<file path="src/pkg/pll_synth_pkg.sv">
// Shared constants, types and helpers for the serial-programmed synthesizer
package pll_synth_pkg;

  // System clock
  localparam int CLOCK_PERIOD_NS = 20;

  // Programming word layout
  localparam int SHIFT_WIDTH = 16;
  localparam int N_WIDTH = 14;
  localparam int BAND_A_BIT = 15;
  localparam int BAND_B_BIT = 14;
  localparam int N_LSB = 0;

  // Reset values of the holding latches and the shift register
  localparam logic [13:0] N_RESET = 14'h0010;
  localparam logic BAND_RESET = 1'b1;
  localparam logic [15:0] SHIFT_RESET = 16'h0000;

  // Shortest coincident pulse on both error outputs
  localparam int MIN_PULSE_NS = 60;
  localparam int MIN_PULSE_CYCLES =
    (MIN_PULSE_NS + CLOCK_PERIOD_NS - 1) / CLOCK_PERIOD_NS;
  localparam logic [1:0] MIN_PULSE_LAST = 2'(MIN_PULSE_CYCLES - 1);

  // Reference divide ratios, indexed by the select pins
  localparam logic [13:0] REF_RATIO_0 = 14'h0010;
  localparam logic [13:0] REF_RATIO_1 = 14'h0200;
  localparam logic [13:0] REF_RATIO_2 = 14'h0400;
  localparam logic [13:0] REF_RATIO_3 = 14'h0800;
  localparam logic [13:0] REF_RATIO_4 = 14'h0E54;
  localparam logic [13:0] REF_RATIO_5 = 14'h1000;
  localparam logic [13:0] REF_RATIO_6 = 14'h1800;
  localparam logic [13:0] REF_RATIO_7 = 14'h2000;

  // Phase detector states, Gray along each lead path
  typedef enum logic [1:0] {
    PD_IDLE = 2'b00,
    PD_REF_LEAD = 2'b01,
    PD_CLEAR = 2'b11,
    PD_FB_LEAD = 2'b10
  } pd_state_t;

  // Asynchronous pin inputs, synchronised together
  typedef struct packed {
    logic ref_osc;
    logic feedback;
    logic sclk;
    logic sdata;
    logic en_level;
    logic en_driven;
    logic [2:0] ref_sel;
  } pin_bundle_t;

  // Programming word as held in the shift register and latches
  typedef struct packed {
    logic band_a;
    logic band_b;
    logic [13:0] n_value;
  } prog_word_t;

  // Reference divide ratio for a select code
  function automatic logic [13:0] ref_ratio(input logic [2:0] sel);
    logic [13:0] r;
    r = REF_RATIO_0;
    unique case (sel)
      3'h0: r = REF_RATIO_0;
      3'h1: r = REF_RATIO_1;
      3'h2: r = REF_RATIO_2;
      3'h3: r = REF_RATIO_3;
      3'h4: r = REF_RATIO_4;
      3'h5: r = REF_RATIO_5;
      3'h6: r = REF_RATIO_6;
      3'h7: r = REF_RATIO_7;
    endcase
    return r;
  endfunction : ref_ratio

  // Low-to-high transition between two samples
  function automatic logic rise(input logic prev, input logic cur);
    return cur & ~prev;
  endfunction : rise

endpackage : pll_synth_pkg

</file>
<file path="src/verilog/pin_sync.sv">
// Two-stage synchroniser for the asynchronous pin bundle
`timescale 1ns/1ps
`default_nettype none
module pin_sync
  import pll_synth_pkg::*;
(
  input wire logic clock,
  input wire logic rst_n,
  input wire pin_bundle_t pins_async,
  output var pin_bundle_t pins_sync
);

  pin_bundle_t stage1_reg;

  // First stage feeds only the second
  always_ff @(posedge clock or negedge rst_n) begin
    if (!rst_n) begin
      stage1_reg <= '0;
      pins_sync <= '0;
    end else begin
      stage1_reg <= pins_async;
      pins_sync <= stage1_reg;
    end
  end

endmodule : pin_sync
`default_nettype wire

</file>
<file path="src/verilog/freq_divider.sv">
// Event-counting divider emitting one pulse per modulus steps
`timescale 1ns/1ps
`default_nettype none
module freq_divider
  import pll_synth_pkg::*;
(
  input wire logic clock,
  input wire logic rst_n,
  input wire logic step,
  input wire logic [13:0] modulus,
  output logic pulse_out
);

  logic [13:0] count_reg;
  logic [13:0] last_count;

  // Zero modulus acts as divide by one
  assign last_count = (modulus == 14'h0000) ? 14'h0000 :
                      14'(modulus - 14'h0001);

  // Count input edges, wrap and pulse on the last one
  always_ff @(posedge clock or negedge rst_n) begin
    if (!rst_n) begin
      count_reg <= 14'h0000;
      pulse_out <= 1'b0;
    end else if (step) begin
      if (count_reg >= last_count) begin
        count_reg <= 14'h0000;
        pulse_out <= 1'b1;
      end else begin
        count_reg <= 14'(count_reg + 14'h0001);
        pulse_out <= 1'b0;
      end
    end else begin
      pulse_out <= 1'b0;
    end
  end

endmodule : freq_divider
`default_nettype wire

</file>
<file path="src/verilog/serial_programmed_pll_synth_core.sv">
// Digital core of a serially programmed PLL frequency synthesizer
// Notes on behaviour
// - Reference divided by ratio from select pins
// - Feedback fast or leading pulses feedback error
// - Feedback slow or lagging pulses reference error
// - In lock both errors pulse briefly together
// - Single output: low leading, high lagging, else off
// - Lock indicator high locked, low pulses otherwise
// - Serial clock rise shifts data into register
// - Word holds fourteen-bit N and two switch bits
// - Enable high copies shift register into latches
// - Enable low freezes latches while host shifts
// - Undriven enable reads as high
// - Switch outputs latch from first two word bits
// - Latched one floats switch, zero drives low
// - Buffer output copies the reference signal
// - Feedback input clocks the divide-by-N counter
`timescale 1ns/1ps
`default_nettype none
module serial_programmed_pll_synth_core
  import pll_synth_pkg::*;
(
  input wire logic clock,
  input wire logic rst_n,
  input wire logic ref_osc_in,
  input wire logic feedback_freq_in,
  input wire logic serial_clock,
  input wire logic serial_data,
  input wire logic serial_enable,
  input wire logic serial_enable_driven,
  input wire logic ref_select_bit0,
  input wire logic ref_select_bit1,
  input wire logic ref_select_bit2,
  output logic ref_osc_out,
  output logic ref_buffer_out,
  output logic ref_error_n,
  output logic fb_error_n,
  output logic tristate_detector_out,
  output logic tristate_detector_oe_n,
  output logic lock_indicator,
  output logic band_switch_a_out,
  output logic band_switch_a_oe_n,
  output logic band_switch_b_out,
  output logic band_switch_b_oe_n
);

  pin_bundle_t pins_async;
  pin_bundle_t pins_sync;
  pin_bundle_t pins_prev_reg;
  prog_word_t shift_reg;
  prog_word_t latch_reg;
  logic enable_level;
  logic [1:0] sync_fill_reg;
  logic sync_full;
  logic sclk_rise;
  logic ref_rise;
  logic fb_rise;
  logic ref_compare_freq;
  logic fb_compare_freq;
  logic [13:0] ref_modulus;
  pd_state_t pd_state_reg;
  pd_state_t pd_state_next;
  logic [1:0] pulse_cnt_reg;
  logic pulse_done;
  logic pend_ref_reg;
  logic pend_fb_reg;
  logic ref_hit;
  logic fb_hit;

  // Gather pins for the synchroniser
  assign pins_async.ref_osc = ref_osc_in;
  assign pins_async.feedback = feedback_freq_in;
  assign pins_async.sclk = serial_clock;
  assign pins_async.sdata = serial_data;
  assign pins_async.en_level = serial_enable;
  assign pins_async.en_driven = serial_enable_driven;
  assign pins_async.ref_sel = {ref_select_bit2, ref_select_bit1,
                               ref_select_bit0};

  pin_sync u_pin_sync (
    .clock(clock),
    .rst_n(rst_n),
    .pins_async(pins_async),
    .pins_sync(pins_sync)
  );

  // Previous synchronised samples for edge detection
  always_ff @(posedge clock or negedge rst_n) begin
    if (!rst_n) begin
      pins_prev_reg <= '0;
    end else begin
      pins_prev_reg <= pins_sync;
    end
  end

  // Edge events on the clocked pins
  assign sclk_rise = rise(pins_prev_reg.sclk, pins_sync.sclk);
  assign ref_rise = rise(pins_prev_reg.ref_osc, pins_sync.ref_osc);
  assign fb_rise = rise(pins_prev_reg.feedback, pins_sync.feedback);

  // Synchroniser fill: pin samples are stale for two edges after reset
  always_ff @(posedge clock or negedge rst_n) begin
    if (!rst_n) begin
      sync_fill_reg <= 2'h0;
    end else begin
      sync_fill_reg <= {sync_fill_reg[0], 1'b1};
    end
  end

  assign sync_full = sync_fill_reg[1];

  // Pull-up: an undriven enable pad reads high; stale samples never load
  assign enable_level = sync_full &&
                        (pins_sync.en_driven ? pins_sync.en_level :
                         1'b1);

  // Serial shift register, first bit ends in the top position
  always_ff @(posedge clock or negedge rst_n) begin
    if (!rst_n) begin
      shift_reg <= SHIFT_RESET;
    end else if (sclk_rise) begin
      shift_reg <= {shift_reg[SHIFT_WIDTH-2:0], pins_sync.sdata};
    end
  end

  // Holding latches, transparent while enable is high
  always_ff @(posedge clock or negedge rst_n) begin
    if (!rst_n) begin
      latch_reg.band_a <= BAND_RESET;
      latch_reg.band_b <= BAND_RESET;
      latch_reg.n_value <= N_RESET;
    end else if (enable_level) begin
      latch_reg <= shift_reg;
    end
    // Enable low leaves the latches untouched
  end

  // Open-drain band switches: one floats, zero pulls low
  always_ff @(posedge clock or negedge rst_n) begin
    if (!rst_n) begin
      band_switch_a_out <= 1'b0;
      band_switch_b_out <= 1'b0;
      band_switch_a_oe_n <= 1'b1;
      band_switch_b_oe_n <= 1'b1;
    end else begin
      band_switch_a_out <= 1'b0;
      band_switch_b_out <= 1'b0;
      band_switch_a_oe_n <= latch_reg.band_a;
      band_switch_b_oe_n <= latch_reg.band_b;
    end
  end

  // Reference buffer and oscillator inverter copies
  always_ff @(posedge clock or negedge rst_n) begin
    if (!rst_n) begin
      ref_buffer_out <= 1'b0;
      ref_osc_out <= 1'b1;
    end else begin
      ref_buffer_out <= pins_sync.ref_osc;
      ref_osc_out <= ~pins_sync.ref_osc;
    end
  end

  // Reference divider ratio from the select pins
  assign ref_modulus = ref_ratio(pins_sync.ref_sel);

  freq_divider u_ref_divider (
    .clock(clock),
    .rst_n(rst_n),
    .step(ref_rise),
    .modulus(ref_modulus),
    .pulse_out(ref_compare_freq)
  );

  // Feedback input edges clock the divide-by-N counter
  freq_divider u_n_divider (
    .clock(clock),
    .rst_n(rst_n),
    .step(fb_rise),
    .modulus(latch_reg.n_value),
    .pulse_out(fb_compare_freq)
  );

  // Edges seen during the clear window are kept, not lost
  assign ref_hit = ref_compare_freq | pend_ref_reg;
  assign fb_hit = fb_compare_freq | pend_fb_reg;
  assign pulse_done = (pd_state_reg == PD_CLEAR) &&
                      (pulse_cnt_reg == MIN_PULSE_LAST);

  // Phase detector next state
  always_comb begin
    pd_state_next = pd_state_reg;
    unique case (pd_state_reg)
      PD_IDLE: begin
        if (ref_compare_freq && fb_compare_freq) begin
          pd_state_next = PD_CLEAR;
        end else if (ref_compare_freq) begin
          pd_state_next = PD_REF_LEAD;
        end else if (fb_compare_freq) begin
          pd_state_next = PD_FB_LEAD;
        end
      end
      PD_REF_LEAD: begin
        if (fb_compare_freq) begin
          pd_state_next = PD_CLEAR;
        end
      end
      PD_FB_LEAD: begin
        if (ref_compare_freq) begin
          pd_state_next = PD_CLEAR;
        end
      end
      PD_CLEAR: begin
        if (pulse_done) begin
          if (ref_hit && fb_hit) begin
            pd_state_next = PD_CLEAR;
          end else if (ref_hit) begin
            pd_state_next = PD_REF_LEAD;
          end else if (fb_hit) begin
            pd_state_next = PD_FB_LEAD;
          end else begin
            pd_state_next = PD_IDLE;
          end
        end
      end
    endcase
  end

  // Phase detector state register
  always_ff @(posedge clock or negedge rst_n) begin
    if (!rst_n) begin
      pd_state_reg <= PD_IDLE;
    end else begin
      pd_state_reg <= pd_state_next;
    end
  end

  // Minimum pulse counter for the clear window
  always_ff @(posedge clock or negedge rst_n) begin
    if (!rst_n) begin
      pulse_cnt_reg <= 2'h0;
    end else if (pd_state_reg == PD_CLEAR && !pulse_done) begin
      pulse_cnt_reg <= 2'(pulse_cnt_reg + 2'h1);
    end else begin
      pulse_cnt_reg <= 2'h0;
    end
  end

  // Pending edges during the clear window, consume on pulse_done wins over set
  always_ff @(posedge clock or negedge rst_n) begin
    if (!rst_n) begin
      pend_ref_reg <= 1'b0;
      pend_fb_reg <= 1'b0;
    end else if (pd_state_reg == PD_CLEAR && !pulse_done) begin
      pend_ref_reg <= pend_ref_reg | ref_compare_freq;
      pend_fb_reg <= pend_fb_reg | fb_compare_freq;
    end else begin
      pend_ref_reg <= 1'b0;
      pend_fb_reg <= 1'b0;
    end
  end

  // Double-ended error outputs, active low
  always_ff @(posedge clock or negedge rst_n) begin
    if (!rst_n) begin
      ref_error_n <= 1'b1;
      fb_error_n <= 1'b1;
    end else begin
      ref_error_n <= !(pd_state_reg == PD_REF_LEAD ||
                       pd_state_reg == PD_CLEAR);
      fb_error_n <= !(pd_state_reg == PD_FB_LEAD ||
                      pd_state_reg == PD_CLEAR);
    end
  end

  // Single-ended three-state output and lock indicator
  always_ff @(posedge clock or negedge rst_n) begin
    if (!rst_n) begin
      tristate_detector_out <= 1'b0;
      tristate_detector_oe_n <= 1'b1;
      lock_indicator <= 1'b1;
    end else begin
      unique case (pd_state_reg)
        PD_FB_LEAD: begin
          tristate_detector_out <= 1'b0;
          tristate_detector_oe_n <= 1'b0;
          lock_indicator <= 1'b0;
        end
        PD_REF_LEAD: begin
          tristate_detector_out <= 1'b1;
          tristate_detector_oe_n <= 1'b0;
          lock_indicator <= 1'b0;
        end
        PD_IDLE, PD_CLEAR: begin
          tristate_detector_out <= 1'b0;
          tristate_detector_oe_n <= 1'b1;
          lock_indicator <= 1'b1;
        end
      endcase
    end
  end

endmodule : serial_programmed_pll_synth_core
`default_nettype wire

</file>
<file path="config.mk">
export PLATFORM = sky130hd
export DESIGN_NAME = serial_programmed_pll_synth_core
export DESIGN_NICKNAME = d
export VERILOG_FILES = /design/src/pkg/pll_synth_pkg.sv /design/src/verilog/pin_sync.sv /design/src/verilog/freq_divider.sv /design/src/verilog/serial_programmed_pll_synth_core.sv
export SDC_FILE = /design/constraint.sdc
export NUM_CORES = 1
export LEC_CHECK = 0
export ABC_AREA = 1
export BUFFER_PORTS_ARGS = -buffer_cell sky130_fd_sc_hd__clkbuf_2
export CELL_PAD_IN_SITES_DETAIL_PLACEMENT = 2
export CELL_PAD_IN_SITES_GLOBAL_PLACEMENT = 2
export CORE_MARGIN = 1
export CORE_UTILIZATION = 29
export DETAILED_ROUTE_END_ITERATION = 10
export GPL_ROUTABILITY_DRIVEN = 0
export MAX_ROUTING_LAYER = met4
export PLACE_DENSITY_LB_ADDON = 0.1
export SYNTH_ARGS = -nofsm -noshare
export SYNTH_HDL_FRONTEND = slang
export SYNTH_SLANG_ARGS = --single-unit
</file>
<file path="constraint.sdc">
create_clock -name clock -period 4.5 [get_ports clock]
set_input_delay 0.45 -clock clock [delete_from_list [all_inputs] [get_ports clock]]
set_output_delay 0.45 -clock clock [all_outputs]
set_load 0.01 [all_outputs]
</file>
Yosys cells after proc, flatten, opt, wreduce, memory -nomap -nowiden
Memories as Yosys holds them, arrays and structs flattened.
Index checks and enable logic that the tools add are counted.
- bits in registers: 98
- memory bits (read-only): 64
- input port bits: 11
- output and inout port bits: 11
- memories kept: 1
- memory list (memory ; words ; width ; rd ports ; clocked after Yosys merged registers in ; wr ports ; RTL line ; RTL):
    (name not given) ; 8 ; 8 ; 1 ; 0 ; 0 ; pll_synth_pkg.sv:65 ; unique case (sel)
- add/subtract/negate cells: 5
- order comparisons: 2
- equal/unequal tests: 8
- muxes and demuxes: 24
- bitwise logic cells: 9
- reductions and logical operators: 17
- operator list (cell ; count):
    two-way mux 14 bit ; 4
    adder 14 x 1 -> 14 bit, second input constant ; 2
    >= comparator 14 bit ; 2
    zero test 14 bit ; 2
    subtractor 14 x 1 -> 14 bit, second input constant ; 2
    two-way mux 2 bit ; 10
    one-hot mux 2 bit (4 select lines) ; 1
    two-way mux 1 bit ; 7
    equality test 2 bit, second input constant ; 3
    logical AND 1 bit ; 5
    inequality test 2 x 1 -> 1 bit, second input constant ; 2
    inequality test 4 x 2 -> 1 bit, second input constant ; 1
    inverter 1 bit ; 4
    one-hot mux 1 bit (2 select lines) ; 2
    AND reduction 4 bit ; 1
    OR reduction 2 bit ; 2
    AND 1 bit ; 3
    zero test 1 bit ; 3
    OR reduction 3 bit ; 1
    adder 2 x 1 -> 2 bit, second input constant ; 1
    equality test 2 x 1 -> 1 bit, second input constant ; 1
    zero test 2 bit ; 1
    logical OR 1 bit ; 2
    inequality test 2 bit, second input constant ; 1
    OR 1 bit ; 2

Depth between registers and ports, before layout
Gate-level depths: netlist of the first run.
- depth in word-level cells: 6
- depth in mapped cells: 18
- gate-level depth less buffers: 17

Hierarchy
A second synthesis of the first run with hierarchy kept.
- cells, all modules: 669
- area, all modules: 5701.7 um^2
- by module, submodules not included (module ; times used ; cells an instance ; area an instance (um^2) ; seq. area each (um^2)):
    serial_programmed_pll_synth_core ; 1 ; 213 ; 2064.5 ; 1262.5
    freq_divider (u_n_divider) ; 1 ; 222 ; 1610.3 ; 375.4
    freq_divider (u_ref_divider) ; 1 ; 216 ; 1576.5 ; 375.4
    pin_sync ; 1 ; 18 ; 450.4 ; 450.4

Worst setup path after synthesis of the first run
OpenSTA, ideal clock, no wires.
- path kind: register -> register
- start point: register, netlist name u_pin_sync.pins_sync[0]
- end point: register u_ref_divider.count_reg[9]
- library setup time: 0.122 ns
- data arrival time: 2.221 ns
- slack: 2.156 ns
- stages on the path, launching flop included: 18
- period minus slack after synthesis: 2.344 ns
- cells stage by stage: dfrtp_1 -> inv_1 -> ha_1 -> nand2_1 -> nand2_1 -> nor3_1 -> nand2_1 -> nand2_1 -> nand3_1 -> ha_1 -> nand2_1 -> nor2_2 -> nand2_1 -> a21oi_2 -> nor2_2 -> nor2_4 -> buf_12 -> nor2_2
- word-level cells in the longest chain between the ends: 5
- ends and longest elaborated chain (what ; RTL line ; RTL):
    memory read (8 x 8 bit) * ; - ;
    subtractor 14 x 1 -> 14 bit / zero test 14 bit (equally long branches) ; freq_divider.sv:19, freq_divider.sv:18 ;
    two-way mux 14 bit * ; freq_divider.sv:18 ; assign last_count = (modulus == 14'h0000) ? 14'h0000 :
    >= comparator 14 bit * ; freq_divider.sv:27 ; if (count_reg >= last_count) begin
    two-way mux 14 bit * ; freq_divider.sv:27 ;
    end signal: assignment ; freq_divider.sv:31 ; count_reg <= 14'(count_reg + 14'h0001);
    end: declaration ; freq_divider.sv:14 ; logic [13:0] count_reg;
Every way passes the cells marked *; elsewhere a longest branch is shown, timed or not.
A chain may end at the register's enable or synchronous reset.

Worst setup path after layout of the first run
- start point: register latch_reg[0] (netlist bit)
- end point: register u_n_divider.count_reg[0]
- word-level cells in the longest chain between the ends: 4
- ends and longest elaborated chain (what ; RTL line ; RTL):
    start: declaration ; serial_programmed_pll_synth_core.sv:51 ; prog_word_t latch_reg;
    start signal: assignment ; serial_programmed_pll_synth_core.sv:133 ; latch_reg <= shift_reg;
    subtractor 14 x 1 -> 14 bit / zero test 14 bit (equally long branches) ; freq_divider.sv:19, freq_divider.sv:18 ;
    two-way mux 14 bit * ; freq_divider.sv:18 ;
    >= comparator 14 bit * ; freq_divider.sv:27 ;
    two-way mux 14 bit * ; freq_divider.sv:27 ;
    end signal: assignment ; freq_divider.sv:31 ;
    end: declaration ; freq_divider.sv:14 ;
Marks and branches as above.

==> flow_summary.ini, run 1 <==
[cells_and_area]
ff_latch_area_mm2 = 0.00246
n_fill_cell = 1985
utilization_pct = 33.4
area_growth_pct = 11.6
multi_input_area_mm2 = 0.00235
n_antenna_cell = 0
fin_nets = 677
drive_above_1_share_pct = 14.6

[global_route]
grt.overflow.total = 0
grt_pass1_wl_um = 21600
grt_use_total_pct = 15.4
grt_max_degree = 57
antenna_found_initial = 0
grt_pass1_vias = 4430

[min_path]
hp-class = primary input to asynchronous set/reset pin

[clock_network]
cts_max_path_buffers = 2
cts_setup_buffers = 0
ctsHoldBuffers = 0
numCtsBuffers = 9
clock_latency_ns = 0.35
cts-root-buf = clkbuf_16
cts_tree = yes
path_clk_slew_ns = 0.07
cts.sinks = 98
h-tree-depth = 3
ctsResizeCount = 0

[synth]
seq_area_frac_synth_pct = 47.3
synthCells = 608
yosysWarnings = 0
syn_area_mm2 = 0.00521
syn_area_per_cell_um2 = 8.57
yosys.cell_types.count = 37
ys_ff_latch = 98

[setup_path]
ff2ff_path_depth = 16
path_max_fanout = 14
reg2reg_to = u_n_divider.count_reg[0]
start_kind = flip-flop
critPathRequiredTime_ns = 4.75
ff2ff_setup_slack_ns = 1.57
arrival_ns = 3.18
end_kind = flip-flop
crit_type = flip-flop to flip-flop
worstReg2RegStart = latch_reg[0]

[timing]
fmax_mhz = 341
finalSetupViolCount = 0
finalClockSkew_ns = 0.0120
final.period_utilization_pct = 65.1
fin_ws_ns = 1.57
max-slew-margin-rel_pct = 27.6
fin_crit_ns = 2.93
maxSlewViolCount = 0
rsz0062_at_grt = false
tightest_slew_ns = 1.09
finalHoldViolations = 0
setup_tns_ns = 0

[die]
chipHeight_um = 136
initial_core_util_pct = 29.9
core-area_mm2 = 0.0174
ios = 22
die_w_um = 136
die-area_mm2 = 0.0185
std_cell_rows = 48

[power]
peakVddDrop_mv = 0.245
power.leakage_nw = 2.89
p_per_area_mw_per_mm2 = 473

[drt]
dr.pass1.iters = 4
drcViolationCount = 0
avgRoutedWirePerCell_um = 14.4
vias = 3959
wirelength_um = 12300
route.antenna.remaining_nets = 0
initialDrtViolationCount = 119
vias_per_cell = 4.63

[placement]
preCtsSetupSlack_ns = 1.53
io_buffer_count = 19
hpwl_um = 9280

[job]
cap_violations = 0

[outcome]
outcome = finished clean
[synth_stat cells (all sizes together)]
cell      n  area (um^2)
nand2   160          626
o21bai    3         26.3
nor2     69          339
dfstp     9          236
xor2     13          114
or2       2         12.5
mux2      1         11.3
a21o      1         7.51
buf      10         88.8
a21oi    28          148
inv      80          300
xnor2     4         35.0
ha       40          500
dfrtp    89         2230
nand3    31          190
a31oi     1         6.26
conb      2         7.51
nand4     9         56.3
o22ai     1         6.26
o21ai    46          234
nor3      5         25.0
clkbuf    4         15.0
[critical path, cell delays in order, from the launching register on]
cell and delay [ns]:
dfrtp_1 0.40, inv_1 0.11, ha_1 0.20, nand3_2 0.10, inv_2 0.07, nand2_2 0.08, nor2_2 0.18, nand2_2 0.22
nand3_1 0.16, ha_1 0.25, nand2_1 0.06, inv_1 0.05, nand3_2 0.08, nor2_1 0.05, nor2_1 0.16, nand3_2 0.37
o21ai_0 0.30
[worst max-delay path by stage]
stage / from / endpoint / slack [ns] / depth (start not counted)
floorplan: u_pin_sync.pins_sync[0] / u_ref_divider.count_reg[9] / 2.16 / 17
global placement: u_pin_sync.pins_sync[1] / u_ref_divider.count_reg[11] / 1.65 / 16
detailed placement: u_pin_sync.pins_sync[1] / u_ref_divider.count_reg[11] / 1.53 / 16
CTS: u_pin_sync.pins_sync[1] / u_ref_divider.count_reg[11] / 1.51 / 16
global route: latch_reg[0] / u_n_divider.count_reg[0] / 1.27 / 16
finish: latch_reg[0] / u_n_divider.count_reg[0] / 1.57 / 16
[metrics by stage]
step | hold WS [ns] | total power [mW] | instance area (um^2) | instances
final | 0.153 | 2.75 | 5820 | 856
after global routing | 0.185 | 2.98 | 5820 | 856
after floorplan | 0.154 | 1.73 | 5220 | 609
after detailed placement | 0.337 | 1.98 | 5500 | 840
after global placement | 0.332 | 1.93 | 5500 | 840
after CTS | 0.177 | 2.83 | 5820 | 856
[layout by cell type (no fill, tap or decap), types with 2 or more instances in the layout]
master and instances:
buf_4 2, nand2_2 7, a21oi_1 26, nand4_1 9, dfrtp_1 89, o21bai_1 2
clkbuf_2 18, nor2_4 5, o21ai_0 43, nor2_1 47, nor2_2 17, nor3_1 5
a21oi_2 2, clkbuf_16 9, inv_2 4, dfstp_2 9, nand3_2 7, xnor2_1 4
o21ai_2 2, conb_1 3, xor2_1 13, nand3_1 24, ha_1 40, nand2_1 152
inv_1 76, inv_6 3
[layout make-up]
type,count,share of cell area [%]
Timing Repair Buffer,20,1.81
Multi-Input combinational cell,417,40.4
Inverter,80,5.16
Clock inverter,6,1.44
Clock buffer,10,3.94
Tap cell,225,4.84
Sequential cell,98,42.4
[routing by layer]
metal  routed length, um  share of wire, %  vias up  global-route usage (%)
li1                    -                 -     1957                       -
met1                5540                45     1976                    17.6
met2                6430                52       18                    27.5
met3                 220               1.8        8                    2.50
met4                 127               1.0        0                    4.26
met5                   0                 0        -                       -
[kinds of logic after synthesis]
kind of cell	synth area share [%]
AND/OR/NAND/NOR	24.0
flip-flops	47.3
buffers and inverters	7.75
AO/OA/AOI/OAI	8.21
adder cells (fa/ha/maj)	9.60
XOR/XNOR	2.86
other	0.144
multiplexers	0.216
[power breakdown]
group / total [mW] / leakage, nW / switching [mW] / internal (mW)
clock: 0.815 / 0.153 / 0.368 / 0.447
combinational: 0.775 / 1.49 / 0.492 / 0.283
sequential: 1.16 / 1.24 / 0.130 / 1.03
total: 2.75 / 2.89 / 0.990 / 1.76
(Power assumes the default switching activity.)
==> run 2, diff against run 1 <==
clock period = 3.1 ns   (was 4.5 ns; I/O delays follow)
==> run 2 against run 1 <==
  * Via count grew 0.28%
  * Global-route usage increased by 0.080 points
  * Combinational power increased by 46%
  * Critical path depth did not move
  * First-iteration DRC count fell by 1.7%
  * Utilization increased by 0.30 points
  * The flow now finishes with violations (negative hold slack)
  * Non-clock buffer count rose by 4
  * Wire length rose by 0.57%
  * Sequential power increased by 46%
  * Clock skew is 0.0021 ns lower
  * Largest power group unchanged
  * Highest routed layer unchanged
  * Clock power rose by 47%
  * Fmax up 6.4%
==> flow_summary.ini, run 2 (same netlist as run 1, synthesis figures left out) <==
[timing]
finalSetupViolCount = 0
finalClockSkew_ns = 0.00994
maxSlewViolCount = 0
final.period_utilization_pct = 88.9
fin_crit_ns = 2.76
setup_tns_ns = 0
finalHoldViolations = 7
rsz0062_at_grt = false
tightest_slew_ns = 0.877
max-slew-margin-rel_pct = 41.4
holdWs_ns = -0.00313
fmax_mhz = 363

[cells_and_area]
ff_latch_area_mm2 = 0.00246
final_cell_mix = nand2_1 (152), dfrtp_1 (89), inv_1 (76)
mostFrequentLayoutCell = nand2_1
multi_input_area_mm2 = 0.00236
stdcell_area_mm2 = 0.00587
drive_above_1_share_pct = 15.1
area_growth_pct = 12.6
n_antenna_cell = 0
n_fill_cell = 1987
fin_nets = 681

[drt]
initialDrtViolationCount = 117
drcViolationCount = 0
vias = 3970
wirelength_um = 12400
vias_per_cell = 4.62
avgRoutedWirePerCell_um = 14.4
route.antenna.remaining_nets = 0
dr.pass1.iters = 4

[setup_path]
ff2ff_path_depth = 16
end_kind = flip-flop
cpMaxStageDelayCell = dfrtp_1
ff2ff_setup_slack_ns = 0.34
cp_num_buf_inv = 2
start_kind = flip-flop
arrival_ns = 3.04
cp_top_family = simple AND/OR/NAND/NOR gates
crit_type = flip-flop to flip-flop
worstReg2RegStart = u_pin_sync.pins_sync[1]
critPathRequiredTime_ns = 3.38
path_max_fanout = 12
cp_common_cell = nand2_1
reg2reg_to = u_ref_divider.count_reg[11]
critical-path-max-stage-delay_ns = 0.42
worstPathCellList = inv_1, ha_1, nand2_1, nand2_1, nor3_1, nand2_1, nand2_1, nand3_1, ha_1, a21o_1, nor2_1, nand2_1, nor2_2, nor2_4, buf_12, nor2_1

[outcome]
violations = negative hold slack
outcome = finished with violations

[placement]
placed_area_mm2 = 0.00553
hpwl_um = 9370
io_buffer_count = 19

[clock_network]
cts-root-buf = clkbuf_16
ctsHoldBuffers = 0
cts.sinks = 98
path_clk_slew_ns = 0.07
h-tree-depth = 3
cts_max_path_buffers = 2
numCtsBuffers = 9
clock_latency_ns = 0.35
cts_tree = yes

[die]
die_w_um = 136
core-area_mm2 = 0.0174
std_cell_rows = 48
ios = 22
die-area_mm2 = 0.0185
chipHeight_um = 136
initial_core_util_pct = 29.9

[global_route]
antenna_found_initial = 0
grt_pass1_wl_um = 21600
grt_max_degree = 52
grt.overflow.total = 0
grt_use_total_pct = 15.5
grt_pass1_vias = 4443

[power]
power.leakage_nw = 2.92
peakVddDrop_mv = 0.257
p_per_area_mw_per_mm2 = 685

[min_path]
hp-class = primary input to asynchronous set/reset pin

[job]
cap_violations = 0
==> run 2: changes by cell type in the layout (fill, tap and decap cells not counted) <==
cell,before,now
buf_4,2,5
buf_12,0,1
nand3_2,7,6
clkinv_8,1,0
clkinv_4,0,1
inv_6,3,1
clkbuf_8,0,2
nand3_4,0,1
==> run 2: through the flow <==
step	std cells	hold WS (ns)	power, mW	setup slack, ns	utilization, %
2_1_floorplan	609	0.0144	2.51	0.756	-
3_3_place_gp	843	0.332	2.81	0.216	31.7
3_5_place_dp	843	0.338	2.88	0.140	31.7
4_1_cts	859	0.0274	4.10	0.113	33.5
5_1_grt	860	0.0388	4.33	0.0869	33.7
6_report	860	-0.00313	4.02	0.345	33.7
==> run 2: power breakdown <==
part	total, mW	leakage [nW]	switching (mW)	internal, mW
registers	1.69	1.24	0.191	1.50
logic	1.13	1.52	0.712	0.418
clock network	1.20	0.155	0.514	0.681
total	4.02	2.92	1.42	2.60
==> run 2: repair_timing <==
action | 4_1_cts | 5_1_grt
buffers inserted | 0 | 1
gates resized for setup | 0 | 1
endpoints found under the setup margin | 0 | 16
==> run 2: worst max-delay path by stage <==
stage / to / cells after the start / from
final: u_ref_divider.count_reg[11] / 16 / u_pin_sync.pins_sync[1]
after global routing: u_ref_divider.count_reg[11] / 17 / u_pin_sync.pins_sync[1]
after CTS: u_ref_divider.count_reg[11] / 16 / u_pin_sync.pins_sync[1]
after detailed placement: u_ref_divider.count_reg[11] / 16 / u_pin_sync.pins_sync[1]
after global placement: u_ref_divider.count_reg[11] / 16 / u_pin_sync.pins_sync[1]
after floorplan: u_ref_divider.count_reg[9] / 17 / u_pin_sync.pins_sync[0]
==> run 2: layout make-up <==
class / count / area share, %
timing repair buffer: 24 / 2.52
tap: 225 / 4.80
clock buffer: 12 / 4.37
sequential: 98 / 42.0
multi-input combinational: 417 / 40.2
inverter: 80 / 5.12
clock inverter: 4 / 1.00
==> run 2: worst register-to-register path: cells and delay by family, from the launching register on <==
kind	cells	cell delay (ns)
AOI/OAI and AO/OA	1	0.19
buffers and inverters	2	0.27
and+or+nand+nor	11	1.27
DFF	1	0.42
adders and majority gates	2	0.53
==> run 2: layer usage <==
| layer | up-vias | track usage (%) | wire [um] |
|---|---|---|---|
| met3 | 12 | 2.50 | 208 |
| met4 | 0 | 5.19 | 174 |
| met1 | 1987 | 17.3 | 5520 |
| li1 | 1954 | - | - |
| met5 | - | - | 0 |
| met2 | 17 | 27.7 | 6480 |
